==> src/hw/uhsp_pkg.sv <==
/*
 * Package for the endpoint byte-stream port: widths, timing counts, handshakes.
 * Assumes one clock shared by both ends of the port.
 */
package uhsp_pkg;
    localparam int          UHSP_DATA_W      = 8;
    localparam int          UHSP_EP_W        = 3;
    localparam int          UHSP_NUM_EP      = 8;
    localparam int          UHSP_REDIR_BIT   = 14;
    localparam int          UHSP_READY_CLKS  = 3;
    localparam int          UHSP_MAX_BULK    = 512;
    localparam int          UHSP_CRC_BYTES   = 2;
    localparam int          UHSP_FIFO_DEPTH  = 32;
    localparam int          UHSP_CLK_MHZ     = 20;
    localparam int          UHSP_HSK_WAIT_NS = 1000;
    localparam int          UHSP_HSK_WAIT_CLKS = (UHSP_HSK_WAIT_NS * UHSP_CLK_MHZ) / 1000;

    typedef enum logic [1:0] {
        UHSP_HSK_ACK   = 2'b00,
        UHSP_HSK_NAK   = 2'b01,
        UHSP_HSK_STALL = 2'b10,
        UHSP_HSK_NONE  = 2'b11
    } uhsp_hsk_t;
endpackage

==> src/hw/uhsp_if.sv <==
/*
 * Interface joining the device end and the user end of the stream port.
 * Assumes both ends sit on the same clock.
 */
`timescale 1ns/100ps
interface uhsp_if;
    logic       active;
    logic [2:0] xfer_endpoint;
    logic       next;
    logic       error;
    logic [7:0] rx_data;
    logic [7:0] tx_data;
    logic       ready;
    logic       halt;

    modport dev (
        output active, xfer_endpoint, next, error, rx_data,
        input  tx_data, ready, halt
    );
    modport user (
        input  active, xfer_endpoint, next, error, rx_data,
        output tx_data, ready, halt
    );
endinterface

==> src/hw/uhsp_dev.sv <==
/*
 * Device end of the endpoint byte-stream port: takes packets from the
 * serial engine for redirected endpoints and plays them on the port.
 * Assumes the serial engine side presents whole packets with a pulse and
 * a handshake result; the user end sits on the interface, same clock.
 */
// How it works
// - Redirect bit 14 routes endpoints 1 to 7 to port; endpoint 0 never
// - Redirect bits may change anytime, many set
// - Everything on one rising clock edge
// - Active high per packet, endpoint held valid
// - Ready within three clocks or NAK
// - Ready low means NAK
// - Halt high means STALL
// - Received bytes one per clock on strobe
// - CRC error shown at fall, drops next clock
// - User drops final two CRC bytes
// - User byte valid clock after strobe
// - User lowers ready after last byte
// - User packets within descriptor maximum
// - Transmit holds active until handshake or timeout
// - User buffers enough; no in-packet flow control
`timescale 1ns/100ps
module uhsp_dev
    import uhsp_pkg::*;
#(
    parameter int MAX_PKT = UHSP_MAX_BULK,
    parameter int HSK_WAIT = UHSP_HSK_WAIT_CLKS
) (
    // Clock and reset
    input  wire logic             clk,
    input  wire logic             reset_n,
    // Endpoint configuration words, bit 14 redirects (ignored for endpoint 0)
    input  wire logic [15:0]      ep_config [UHSP_NUM_EP],
    // Packet request from serial engine
    input  wire logic             pkt_start,
    input  wire logic             pkt_dir_in,
    input  wire logic [2:0]       pkt_ep,
    input  wire logic [9:0]       pkt_len,
    input  wire logic             pkt_crc_bad,
    input  wire logic [7:0]       sie_rx_data,
    // Host handshake after transmit
    input  wire logic             host_ack,
    input  wire logic             host_fail,
    // Results toward serial engine
    output logic                  pkt_to_port,
    output uhsp_hsk_t             pkt_hsk,
    output logic                  pkt_done,
    output logic                  sie_tx_valid,
    output logic [7:0]            sie_tx_data,
    output logic                  sie_rx_take,
    // Port
    uhsp_if.dev                   port
);
    typedef enum logic [2:0] {
        UHSP_IDLE = 3'b000,
        UHSP_WAIT = 3'b001,
        UHSP_RX   = 3'b010,
        UHSP_TX   = 3'b011,
        UHSP_HSK  = 3'b100,
        UHSP_END  = 3'b101
    } uhsp_state_t;

    uhsp_state_t state;
    logic [1:0]  wait_cnt;
    logic [9:0]  byte_cnt;
    logic [15:0] hsk_cnt;
    logic        dir_in;
    logic        crc_bad;
    logic        next_rx;
    logic        next_d;
    logic [UHSP_NUM_EP-1:0] redirected;

    genvar g;
    generate
        for (g = 0; g < UHSP_NUM_EP; g++) begin : g_redir
            // Endpoint 0 stays in the buffers; live bit, no latching
            assign redirected[g] = (g != 0) && ep_config[g][UHSP_REDIR_BIT];
        end
    endgenerate

    // Requests while busy or for buffered endpoints are ignored
    wire take = pkt_start && (state == UHSP_IDLE) && redirected[pkt_ep];

    always_ff @(posedge clk) begin
        if (!reset_n) begin
            state    <= UHSP_IDLE;
            wait_cnt <= '0;
            byte_cnt <= '0;
            hsk_cnt  <= '0;
            dir_in   <= 1'b0;
            crc_bad  <= 1'b0;
        end else begin
            unique case (state)
                UHSP_IDLE: begin
                    if (take) begin
                        state    <= UHSP_WAIT;
                        dir_in   <= pkt_dir_in;
                        crc_bad  <= pkt_crc_bad;
                        // Oversized requests are cut to the bulk maximum
                        byte_cnt <= (pkt_len > 10'(MAX_PKT)) ? 10'(MAX_PKT) : pkt_len;
                        wait_cnt <= '0;
                    end
                end
                UHSP_WAIT: begin
                    wait_cnt <= wait_cnt + 2'd1;
                    if (port.halt || port.ready) begin
                        state <= port.halt ? UHSP_END : (dir_in ? UHSP_TX : UHSP_RX);
                    end else if (wait_cnt == 2'(UHSP_READY_CLKS - 1)) begin
                        state <= UHSP_END;
                    end
                end
                UHSP_RX: begin
                    // No stall within a packet once ready given
                    if (byte_cnt == '0) begin
                        state <= UHSP_END;
                    end else begin
                        byte_cnt <= byte_cnt - 10'd1;
                    end
                end
                UHSP_TX: begin
                    hsk_cnt <= '0;
                    if (!port.ready) begin
                        state <= UHSP_HSK;
                    end
                end
                UHSP_HSK: begin
                    hsk_cnt <= hsk_cnt + 16'd1;
                    if (host_ack) begin
                        crc_bad <= 1'b0;
                        state   <= UHSP_END;
                    end else if (host_fail || hsk_cnt == 16'(HSK_WAIT - 1)) begin
                        // Host silence counts as a failed handshake
                        crc_bad <= 1'b1;
                        state   <= UHSP_END;
                    end
                end
                UHSP_END: state <= UHSP_IDLE;
                default:  state <= UHSP_IDLE;
            endcase
        end
    end

    // Port outputs
    always_ff @(posedge clk) begin
        if (!reset_n) begin
            port.active        <= 1'b0;
            port.error         <= 1'b0;
            port.xfer_endpoint <= '0;
            port.rx_data       <= '0;
        end else begin
            if (take) begin
                port.active        <= 1'b1;
                port.xfer_endpoint <= pkt_ep;
            end else if (state == UHSP_END) begin
                port.active <= 1'b0;
            end
            port.rx_data <= sie_rx_data;
            // Error shows with the fall of active and lasts one clock
            port.error   <= (state == UHSP_END) && crc_bad && !port.error;
        end
    end

    // Strobe: registered for receive; for transmit it follows ready live,
    // so it stops on the very clock on which ready falls
    always_ff @(posedge clk) begin
        if (!reset_n) begin
            next_rx <= 1'b0;
            next_d  <= 1'b0;
        end else begin
            next_rx <= (state == UHSP_RX) && byte_cnt != '0;
            next_d  <= port.next;
        end
    end

    assign port.next = next_rx || ((state == UHSP_TX) && port.ready);

    // Answers to the serial engine
    always_ff @(posedge clk) begin
        if (!reset_n) begin
            pkt_to_port  <= 1'b0;
            pkt_hsk      <= UHSP_HSK_NONE;
            pkt_done     <= 1'b0;
            sie_tx_valid <= 1'b0;
            sie_tx_data  <= '0;
            sie_rx_take  <= 1'b0;
        end else begin
            pkt_to_port <= take;
            pkt_done    <= 1'b0;
            if (state == UHSP_WAIT && port.halt) begin
                pkt_hsk  <= UHSP_HSK_STALL;
                pkt_done <= 1'b1;
            end else if (state == UHSP_WAIT && !port.ready
                         && wait_cnt == 2'(UHSP_READY_CLKS - 1)) begin
                pkt_hsk  <= UHSP_HSK_NAK;
                pkt_done <= 1'b1;
            end else if (state == UHSP_END && !pkt_done) begin
                pkt_hsk  <= crc_bad ? UHSP_HSK_NONE : UHSP_HSK_ACK;
                pkt_done <= 1'b1;
            end
            // Transmit byte follows the strobe by two clocks
            sie_tx_valid <= next_d && dir_in;
            sie_tx_data  <= port.tx_data;
            sie_rx_take  <= (state == UHSP_RX) && byte_cnt != '0;
        end
    end
endmodule

==> src/flat_wrapper.sv <==
// flat-port wrapper written by rule: the top's interface ports become plain ports
module uhsp_dev_flat import uhsp_pkg::*;
#(
    parameter int MAX_PKT = UHSP_MAX_BULK,
    parameter int HSK_WAIT = UHSP_HSK_WAIT_CLKS
)
  (clk, reset_n, ep_config, pkt_start, pkt_dir_in, pkt_ep, pkt_len, pkt_crc_bad, sie_rx_data, host_ack, host_fail, pkt_to_port, pkt_hsk, pkt_done, sie_tx_valid, sie_tx_data, sie_rx_take, port_active, port_xfer_endpoint, port_next, port_error, port_rx_data, port_tx_data, port_ready, port_halt);
  uhsp_if port_i ();
  input  wire logic clk;
  input  wire logic reset_n;
  input  wire logic [15:0] ep_config[UHSP_NUM_EP];
  input  wire logic pkt_start;
  input  wire logic pkt_dir_in;
  input  wire logic [2:0] pkt_ep;
  input  wire logic [9:0] pkt_len;
  input  wire logic pkt_crc_bad;
  input  wire logic [7:0] sie_rx_data;
  input  wire logic host_ack;
  input  wire logic host_fail;
  output logic pkt_to_port;
  output uhsp_hsk_t pkt_hsk;
  output logic pkt_done;
  output logic sie_tx_valid;
  output logic [7:0] sie_tx_data;
  output logic sie_rx_take;
  output wire logic [$bits(port_i.active)-1:0] port_active;
  output wire logic [$bits(port_i.xfer_endpoint)-1:0] port_xfer_endpoint;
  output wire logic [$bits(port_i.next)-1:0] port_next;
  output wire logic [$bits(port_i.error)-1:0] port_error;
  output wire logic [$bits(port_i.rx_data)-1:0] port_rx_data;
  input wire logic [$bits(port_i.tx_data)-1:0] port_tx_data;
  input wire logic [$bits(port_i.ready)-1:0] port_ready;
  input wire logic [$bits(port_i.halt)-1:0] port_halt;
  assign port_active = port_i.active;
  assign port_xfer_endpoint = port_i.xfer_endpoint;
  assign port_next = port_i.next;
  assign port_error = port_i.error;
  assign port_rx_data = port_i.rx_data;
  assign port_i.tx_data = port_tx_data;
  assign port_i.ready = port_ready;
  assign port_i.halt = port_halt;
  uhsp_dev #(.MAX_PKT(MAX_PKT), .HSK_WAIT(HSK_WAIT)) u_core (.clk(clk), .reset_n(reset_n), .ep_config(ep_config), .pkt_start(pkt_start), .pkt_dir_in(pkt_dir_in), .pkt_ep(pkt_ep), .pkt_len(pkt_len), .pkt_crc_bad(pkt_crc_bad), .sie_rx_data(sie_rx_data), .host_ack(host_ack), .host_fail(host_fail), .pkt_to_port(pkt_to_port), .pkt_hsk(pkt_hsk), .pkt_done(pkt_done), .sie_tx_valid(sie_tx_valid), .sie_tx_data(sie_tx_data), .sie_rx_take(sie_rx_take), .port(port_i));
endmodule
==> config.mk <==
export PLATFORM = sky130hd
export DESIGN_NAME = uhsp_dev_flat
export DESIGN_NICKNAME = d
export VERILOG_FILES = /design/src/hw/uhsp_pkg.sv /design/src/hw/uhsp_if.sv /design/src/hw/uhsp_dev.sv /design/src/flat_wrapper.sv
export SDC_FILE = /design/constraint.sdc
export NUM_CORES = 1
export LEC_CHECK = 0
export BUFFER_PORTS_ARGS = -buffer_cell sky130_fd_sc_hd__buf_2
export CAP_MARGIN = 10
export CORE_UTILIZATION = 42
export DETAILED_ROUTE_END_ITERATION = 16
export PLACE_DENSITY_LB_ADDON = 0.08
export SYNTH_ARGS = -nofsm -noshare
export SYNTH_HDL_FRONTEND = slang
export SYNTH_SLANG_ARGS = --single-unit
==> constraint.sdc <==
create_clock -name clk -period 2.5 [get_ports clk]
set_clock_uncertainty 0.15 [all_clocks]
set_input_delay 0.5 -clock clk [delete_from_list [all_inputs] [get_ports clk]]
set_output_delay 0.5 -clock clk [all_outputs]
set_load 0.03 [all_outputs]
# == Word level (Yosys, flattened, before mapping) ==
# Index checks and enable logic that the tools add are counted.
# W data, S select, Z words.
# classes
addsub,3
order_cmp,2
eq_ne,13
muxes,32
n_bitwise,1
n_reduce_logical,33
# ops
cell,n
$pmux W16 S2,1
$mux W10,3
$mux W3,8
$pmux W10 S2,1
$add A16 B1 Y16 const B,1
$eq A16 B5 Y1 const B,1
$pmux W3 S5,1
$reduce_bool A2 Y1,6
$logic_and A1 B1 Y1,11
$mux W1,11
$gt A10 B10 Y1 const B,1
$logic_not A10 Y1,1
$reduce_bool A10 Y1,1
$sub A10 B1 Y10 const B,1
$mux W2,4
$eq A3 B2 Y1 const B,2
$eq A3 B3 Y1 const B,2
$reduce_and A3 Y1,2
$reduce_and A5 Y1,1
$lt A3 B4 Y1 const B,1
$ne A2 B1 Y1 const B,2
$ne A2 B2 Y1 const B,2
$pmux W2 S2,1
$reduce_and A2 Y1,2
other kinds (13),17
# word_totals
regBits,61
in_bits,166
out_inout_bits,28
wordCells,102

# == Longest topological paths before layout ==
# Gate-level depths: netlist of the first run.
# logic_depth
ltp_word,5
ltp_mapped,8
mapped_depth_nobuf,7

# == Worst setup path before layout of the first run ==
# Ideal clock, no wire load.
# synth_path
kind,input port to flip-flop
startpoint,input pkt_ep[1]
endpoint,register u_core.crc_bad
setup_ns,0.119
arrival_time_ns,1.879
required_time_ns,2.231
path_slack_ns,0.352
path_stages,6
path_buffers,1
path_cell_list,buf_6 -> mux2_2 -> mux4_2 -> nand3_2 -> a21oi_1 -> o221a_2
# synth_via
elab_chain_cells,5
# synth_rtl
item,line,rtl
start: declaration,flat_wrapper.sv:14,input wire logic [2:0] pkt_ep;
$bmux W1 S3,uhsp_dev.sv:83,wire take = pkt_start && (state == UHSP_IDLE) && redirected[pkt_ep];
$mux W1 (not written as such),uhsp_dev.sv:83,
$logic_and A1 B1 Y1,uhsp_dev.sv:83,
$ne A2 B1 Y1 (no source line),-,
$reduce_and A3 Y1 (no source line),-,
end signal: assignment,uhsp_dev.sv:99,crc_bad <= pkt_crc_bad;
end: declaration,uhsp_dev.sv:69,logic crc_bad;
# No other way between the ends. The select of a mux whose other input is x is not followed.
# A chain may end at the register's enable or synchronous reset.

# == Worst setup path in the final report of the first run ==
# layout_path
startpoint,register u_core.state[0]
endpoint,output port_next
# layout_via
elab_chain_cells,3
# layout_rtl
item,line,rtl
start: declaration,uhsp_dev.sv:64,uhsp_state_t state;
start signal: assignment,uhsp_dev.sv:108,state <= port.halt ? UHSP_END : (dir_in ? UHSP_TX : UHSP_RX);
$eq A3 B2 Y1,uhsp_dev.sv:176,assign port.next = next_rx || ((state == UHSP_TX) && port.ready);
$logic_and A1 B1 Y1,uhsp_dev.sv:176,
$logic_or A1 B1 Y1,uhsp_dev.sv:176,
end: declaration,flat_wrapper.sv:28,output wire logic [$bits(port_i.next)-1:0] port_next;
# No other way between the ends.

==> results by group, run 1 <==
Place
  – I/O Buffers: between 70 and 80
  – Placed inst area: approximately 0.0034 mm²
  – DP Worst Slack: approximately 160 ps
  – Placer Congestion: about 0.86
  – DP HPWL: approximately 4.9 mm

Timing
  – Setup slack after layout: around 230 ps
  – Final Max Tran Viols: 0
  – Final period util: 0.909
  – Fmax: roughly 440 MHz
  – Worst Max-Slew Pin Slew: around 370 ps
  – Unrepaired setup endpoints after global routing: no
  – Period minus WS final: between 2000 and 2500 ps
  – Setup violators final: 0
  – Slew HR: 0.755
  – Setup TNS: 0 ps
  – Worst hold margin: about 210 ps
  – Fin. Hold Viols: 0

Global route
  – Total congestion overflow: 0
  – GRT Overall Usage: 0.195
  – Initial antenna violation count: 0
  – Largest net degree at the start of global routing: 28
  – Vias in the first global route: 2410
  – Global-route wire length before repair: around 11 mm

Critical path
  – Worst R2R Setup Slack: 230 ps
  – CP Class: reg -> out
  – CP Cell Sequence: nor2b_1 -> and2_1 -> a21o_1 -> buf_2
  – Top delay family on crit path: flip-flops
  – Crit path buffers/inverters: 1
  – Crit Reg-Reg Endpoint: u_core.state[1]
  – FF-to-FF path depth: 7
  – Worst path arrival time: about 1600 ps
  – Critical Path RT: 1850 ps
  – Crit path max-delay cell type: dfxtp_1
  – CP max FO: 12
  – Crit end category: output port
  – Crit-path max cell delay: 530 ps
  – Critical R2R Launch: u_core.byte_cnt[0]
  – CP Launch Type: register

Power
  – Leakage: roughly 1.5 nW
  – PD cells: slightly above 600 mW/mm²
  – Max VDD drop: ~0.27 mV
  – Total chip power: between 2 and 2.5 mW

Run
  – Max_cap viols: 0

Run status
  – Outcome: finished clean

Synthesis
  – Synth unique cells: 57
  – Mapped Avg Cell Area: approximately 8.6 µm²
  – Async SR Flop Fraction: 0
  – Post-synth EDFFs: 0
  – Synth Register Bits: around 60
  – Mapped Nets: between 500 and 600
  – Synth Flop Type: dfxtp_1
  – Synth warnings: 0
  – Synth Cell Area: 0.00292 mm²
  – Post-Syn Instances: between 300 and 400
  – Register area share after synthesis: 0.418

Finish
  – Nets: a little under 600
  – Layout cell share with drive strength beyond 1: 0.292
  – Post-route cell area: 0.00356 mm²
  – Synth-to-Final Area Change: 21.7%
  – Antenna cells: 0

Clocking
  – TritonCTS sink count: 61
  – CTS Buf Count: 9
  – Hold buffer count at CTS: 0
  – CTS H-tree depth: 3
  – Clock Path Buffers: 2
  – Root Driver: clkbuf_8
  – Worst-Skew Late Latency: between 300 and 400 ps
  – Setup bufs post-CTS: 0
  – Worst-path clk slew: about 80 ps
  – CTS tree: done
  – CTS resizes: 0

Worst hold path
  – Hold Path Cell Cnt: 2
  – Hold WC Path Type: in -> reg
  – Hold endpoint: u_core.port.rx_data[7]
  – Min-delay src: sie_rx_data[7]

Drt
  – Detailed Route Iter0 Violations: 118
  – Pre-Repair DR Iteration Count: 5
  – Number of nets with antenna violations after routing: 0
  – Avg Vias per Cell: ~5.4
  – Via count: between 2000 and 3000
  – WL final: 6.84 mm
  – DRC Markers: 0
  – Average wire per standard cell: between 10 and 15 µm

Floorplanning
  – Number of top-level pins: between 150 and 200
  – # rows: 30
  – Starting Density: 0.432
  – Core area: around 0.0068 mm²
  – Die width: roughly 85 µm
  – Die height: about 85 µm
  – DIE AREA: around 0.0073 mm²
-- registers in the layout, indices dropped and copies added (netlist names) --
| signal | cells |
|---|---|
| u_core.pkt_to_port | 1 |
| u_core.next_rx | 1 |
| u_core.next_d | 1 |
| u_core.pkt_done | 1 |
| u_core.state | 3 |
| u_core.port.rx_data | 8 |
| u_core.sie_tx_data | 8 |
| u_core.port.xfer_endpoint | 3 |
| u_core.port.active | 1 |
| u_core.hsk_cnt | 16 |
| u_core.pkt_hsk | 2 |
| u_core.crc_bad | 1 |
| u_core.wait_cnt | 2 |
| u_core.dir_in | 1 |
| u_core.sie_tx_valid | 1 |
| u_core.byte_cnt | 10 |
| u_core.port.error | 1 |
-- layer usage --
metal,global-route usage,up-vias,part of all wire
met5,0,-,0
met4,0.0773,0,0.015
met3,0.0545,10,0.072
met2,0.285,96,0.41
met1,0.270,1233,0.50
li1,-,1382,-
-- metrics by stage --
stage,std cells,utilization
finish,501,0.526
CTS,501,0.526
detailed placement,485,0.500
global route,501,0.526
global placement,485,0.500
floorplan,339,-
-- area by class of cell --
cell class              instances  area (µm²)
inverters                      10        37.5
repair buffers                 83         455
fillers                       681        3200
well taps                      80         100
clock inverters                 7        51.3
flip-flops and latches         61        1220
multi-input cells             251        1570
clock buffers                   9         124
-- cell usage after synthesis, types with 3 or more instances --
master	n	area, µm²
and2_1	18	113
xor2_1	3	26.3
nor3b_1	3	22.5
a21o_1	3	22.5
clkbuf_1	10	37.5
nand2_1	28	105
a21oi_1	24	120
or2_2	5	31.3
buf_4	3	22.5
nand4_1	8	50.1
inv_1	9	33.8
a31oi_1	5	31.3
mux2_2	5	56.3
nor2_1	34	128
nor4_1	8	50.1
mux2i_1	5	50.1
o22ai_1	3	18.8
nor3_1	6	30.0
a211oi_1	3	22.5
nand2b_1	3	18.8
o31ai_1	3	22.5
dfxtp_1	61	1220
and3_1	7	43.8
o21a_1	4	30.0
ha_1	3	37.5
o21ai_0	14	70.1
a311oi_1	4	35.0
nand3_1	18	90.1
-- layout by cell type, fill, tap and decap left out, drive strengths merged, types with 3 or more instances in the layout --
cell type  count
buf           83
dfxtp         61
nor2          35
nand2         28
a21oi         24
and2          19
nand3         19
o21ai         15
inv           10
clkbuf         9
nand4          8
nor4           8
and3           7
nor3           7
or2            6
mux2i          5
mux2           5
a31oi          5
clkinv         5
a311oi         4
o21a           4
o22ai          4
a21o           3
nor3b          3
o31ai          3
nand2b         3
a211oi         3
xor2           3
ha             3
-- power breakdown --
| group | switching (mW) | leakage [nW] | total (mW) | internal [mW] |
|---|---|---|---|---|
| Clock | 0.418 | 0.0856 | 0.780 | 0.362 |
| Sequential | 0.0305 | 0.498 | 1.04 | 1.01 |
| Combinational | 0.197 | 0.915 | 0.346 | 0.149 |
-- how the worst max path moves through the flow --
stage	startpoint	endpoint	slack (ps)	depth (start not counted)
after CTS	u_core.state[0]	port_next	200	4
after floorplan	pkt_ep[1]	u_core.crc_bad	350	6
after global routing	u_core.state[0]	port_next	120	4
final	u_core.state[0]	port_next	230	4
after global placement	pkt_ep[1]	u_core.crc_bad	190	6
after detailed placement	pkt_ep[1]	u_core.crc_bad	160	6
-- cells by family after synthesis --
group / after synthesis / synth area share
simple gates: 155 / 0.286
mux: 12 / 0.0518
flops: 61 / 0.418
compound gates: 78 / 0.176
fa+ha+maj: 3 / 0.0128
buf+inv: 27 / 0.0458
xor+xnor: 3 / 0.00900
Power figures use the tool's default switching activity.
==> inputs of run 2 (changes only) <==
Settings changed: BUFFER_PORTS_ARGS -buffer_cell sky130_fd_sc_hd__buf_2 to unset, CORE_AREA set to 2 2 76 78, CORE_UTILIZATION 42 to unset, DIE_AREA set to 0 0 78 80, DONT_BUFFER_PORTS set to 1.
==> run 2 against run 1 <==
Against the previous run:
- clock power is 12% higher
- cell count is 17% lower
- setup slack better by 14 ps
- critical path depth is 1 lower
- count of clock-buffer cells in the layout stayed put
- die area is 14% lower
- utilization is 6.0 points higher
- non-clock buffer count is 76 lower
- sequential share of layout area is 4.2 points higher
- fmax is 0.60% higher
- routed wire length is 3.5% lower
- critical path type unchanged
- design area is 11% lower
==> results by group, run 2 (same netlist as run 1, synthesis figures left out) <==
Critical path
  – Crit path buffers/inverters: 0 (-1)
  – Top delay family on crit path: flip-flops
  – Crit end category: output port
  – Worst path arrival time: 1610 ps (about the same)
  – CP Launch Type: register
  – Crit path max-delay cell type: dfxtp_1
  – Crit-path max cell delay: 550 ps (+20 ps)
  – CP max FO: 12 (unchanged)
  – Critical Path RT: 1850 ps (about the same)
  – CP Cell Sequence: nor2b_1 -> and2_1 -> a21o_1
  – CP Class: reg -> out

Clocking
  – Clock Path Buffers: 2 (unchanged)
  – Root Driver: clkbuf_8
  – Setup bufs post-CTS: 0 (unchanged)
  – TritonCTS sink count: 61 (unchanged)
  – CTS Buf Count: 9 (unchanged)
  – CTS tree: done
  – Hold buffer count at CTS: 0 (unchanged)
  – CTS H-tree depth: 3 (unchanged)
  – CTS resizes: 0 (unchanged)
  – Worst-path clk slew: 70 ps (about the same)
  – Worst-Skew Late Latency: 340 ps (about the same)

Global route
  – Initial antenna violation count: 0 (unchanged)
  – Largest net degree at the start of global routing: 36 (+29%)
  – Total congestion overflow: 0 (unchanged)
  – GRT Overall Usage: 0.223 (+0.0283)
  – Vias in the first global route: 2192 (-9.0%)
  – Global-route wire length before repair: 10.6 mm (-5.6%)

Finish
  – Antenna cells: 0 (unchanged)
  – Most frequent cells in the layout: 61 x dfxtp_1, 34 x nor2_1, 28 x nand2_1, 24 x a21oi_1
  – Nets: 509 (-13%)
  – Synth-to-Final Area Change: 8.39%
  – Commonest non-fill, non-tap cell in the layout: dfxtp_1
  – Finished Layout Cells: 417 (-17%)
  – Largest register FFs: 16 (unchanged)
  – Register with the most flip-flops: u_core.hsk_cnt
  – Layout cell share with drive strength beyond 1: 0.136 (-0.156)
  – Top Registers: u_core.hsk_cnt: 16 flops, u_core.byte_cnt: 10 flops

Timing
  – Period minus WS final: 2260 ps (-13.6 ps)
  – Worst Max-Slew Pin Slew: 553 ps (+188 ps)
  – Worst hold margin: 97.8 ps (-112 ps)
  – Setup violators final: 0 (unchanged)
  – Fmax: 443 MHz (+0.60%)
  – Fin. Hold Viols: 0 (unchanged)
  – Setup slack after layout: 241 ps (+13.6 ps)
  – Unrepaired setup endpoints after global routing: no
  – Setup TNS: 0 ps (unchanged)
  – Final period util: 0.903 (-0.00544)
  – Slew HR: 0.631 (-0.123)
  – Final Max Tran Viols: 0 (unchanged)

Place
  – Cell count after placement: 401 (-17%)
  – DP Worst Slack: 251 ps (+87.8 ps)
  – I/O Buffers: 0 (-100%)
  – Placer Congestion: 0.880 (+2.9%)
  – DP HPWL: 4.77 mm (-3.5%)

Floorplanning
  – DIE AREA: 0.00624 mm² (-14%)
  – Core area: 0.00541 mm² (-20%)
  – Number of top-level pins: 194 (unchanged)
  – Die height: 80 µm (-6.3%)
  – Die width: 78 µm (-8.7%)
  – Starting Density: 0.541 (+0.108)
  – # rows: 27 (-10%)

Drt
  – Pre-Repair DR Iteration Count: 4 (-1)
  – Number of nets with antenna violations after routing: 0 (unchanged)
  – Detailed Route Iter0 Violations: 103 (-13%)
  – Average wire per standard cell: 15.8 µm (+16%)
  – DRC Markers: 0 (unchanged)
  – Via count: 2450 (-10%)
  – WL final: 6.60 mm (-3.5%)
  – Avg Vias per Cell: 5.88 (+8.2%)

Power
  – Leakage: 1.19 nW (-21%)
  – Max VDD drop: 0.397 mV (+49%)
  – PD cells: 688 mW/mm² (+13%)
  – Total chip power: 2.18 mW (+0.55%)

Worst hold path
  – Hold WC Path Type: in -> reg

Run status
  – Outcome: finished clean

Run
  – Max_cap viols: 0 (unchanged)
-- run 2: cell types whose count changed in the layout (fill, tap and decap cells not counted), sizes merged --
cell / delta
buf: -76
clkinvlp: -2
bufinv: +1
clkinv: +1
-- run 2: worst paths after layout --
kind | cells past startpoint | start | to | slack [ps]
worst max-delay path | 3 | u_core.state[0] | port_next | 240
worst min register to register | 1 | u_core.next_d | u_core.sie_tx_valid | 320
worst max register to register | 7 | u_core.byte_cnt[0] | u_core.state[1] | 260
worst min-delay path | 1 | reset_n | u_core.pkt_hsk[0] | 100
-- run 2: per-layer routing --
| layer | share of wire | wire length (µm) | track usage | vias to the layer above |
|---|---|---|---|---|
| li1 | - | - | - | 1236 |
| met1 | 0.43 | 2860 | 0.284 | 1109 |
| met2 | 0.47 | 3090 | 0.336 | 90 |
| met3 | 0.073 | 481 | 0.0622 | 15 |
| met4 | 0.025 | 165 | 0.135 | 0 |
| met5 | 0 | 0 | 0 | - |
-- run 2: final cells by class --
type | instances | area, µm²
repair buffers | 7 | 52.6
well taps | 72 | 90.1
flip-flops and latches | 61 | 1220
clock buffers | 9 | 124
inverters | 10 | 37.5
multi-input cells | 251 | 1570
clock inverters | 7 | 75.1
fillers | 508 | 2240
-- run 2: report_power, final --
part / switching, mW / leakage [nW] / internal (mW)
logic: 0.114 / 0.585 / 0.101
registers: 0.0791 / 0.498 / 1.01
clock network: 0.409 / 0.104 / 0.465
-- run 2: metrics by stage --
step           utilization  area [µm²]
4_1_cts              0.586        3170
3_3_place_gp         0.549        2970
2_1_floorplan            -        2920
5_1_grt              0.586        3170
6_report             0.586        3170
3_5_place_dp         0.549        2970
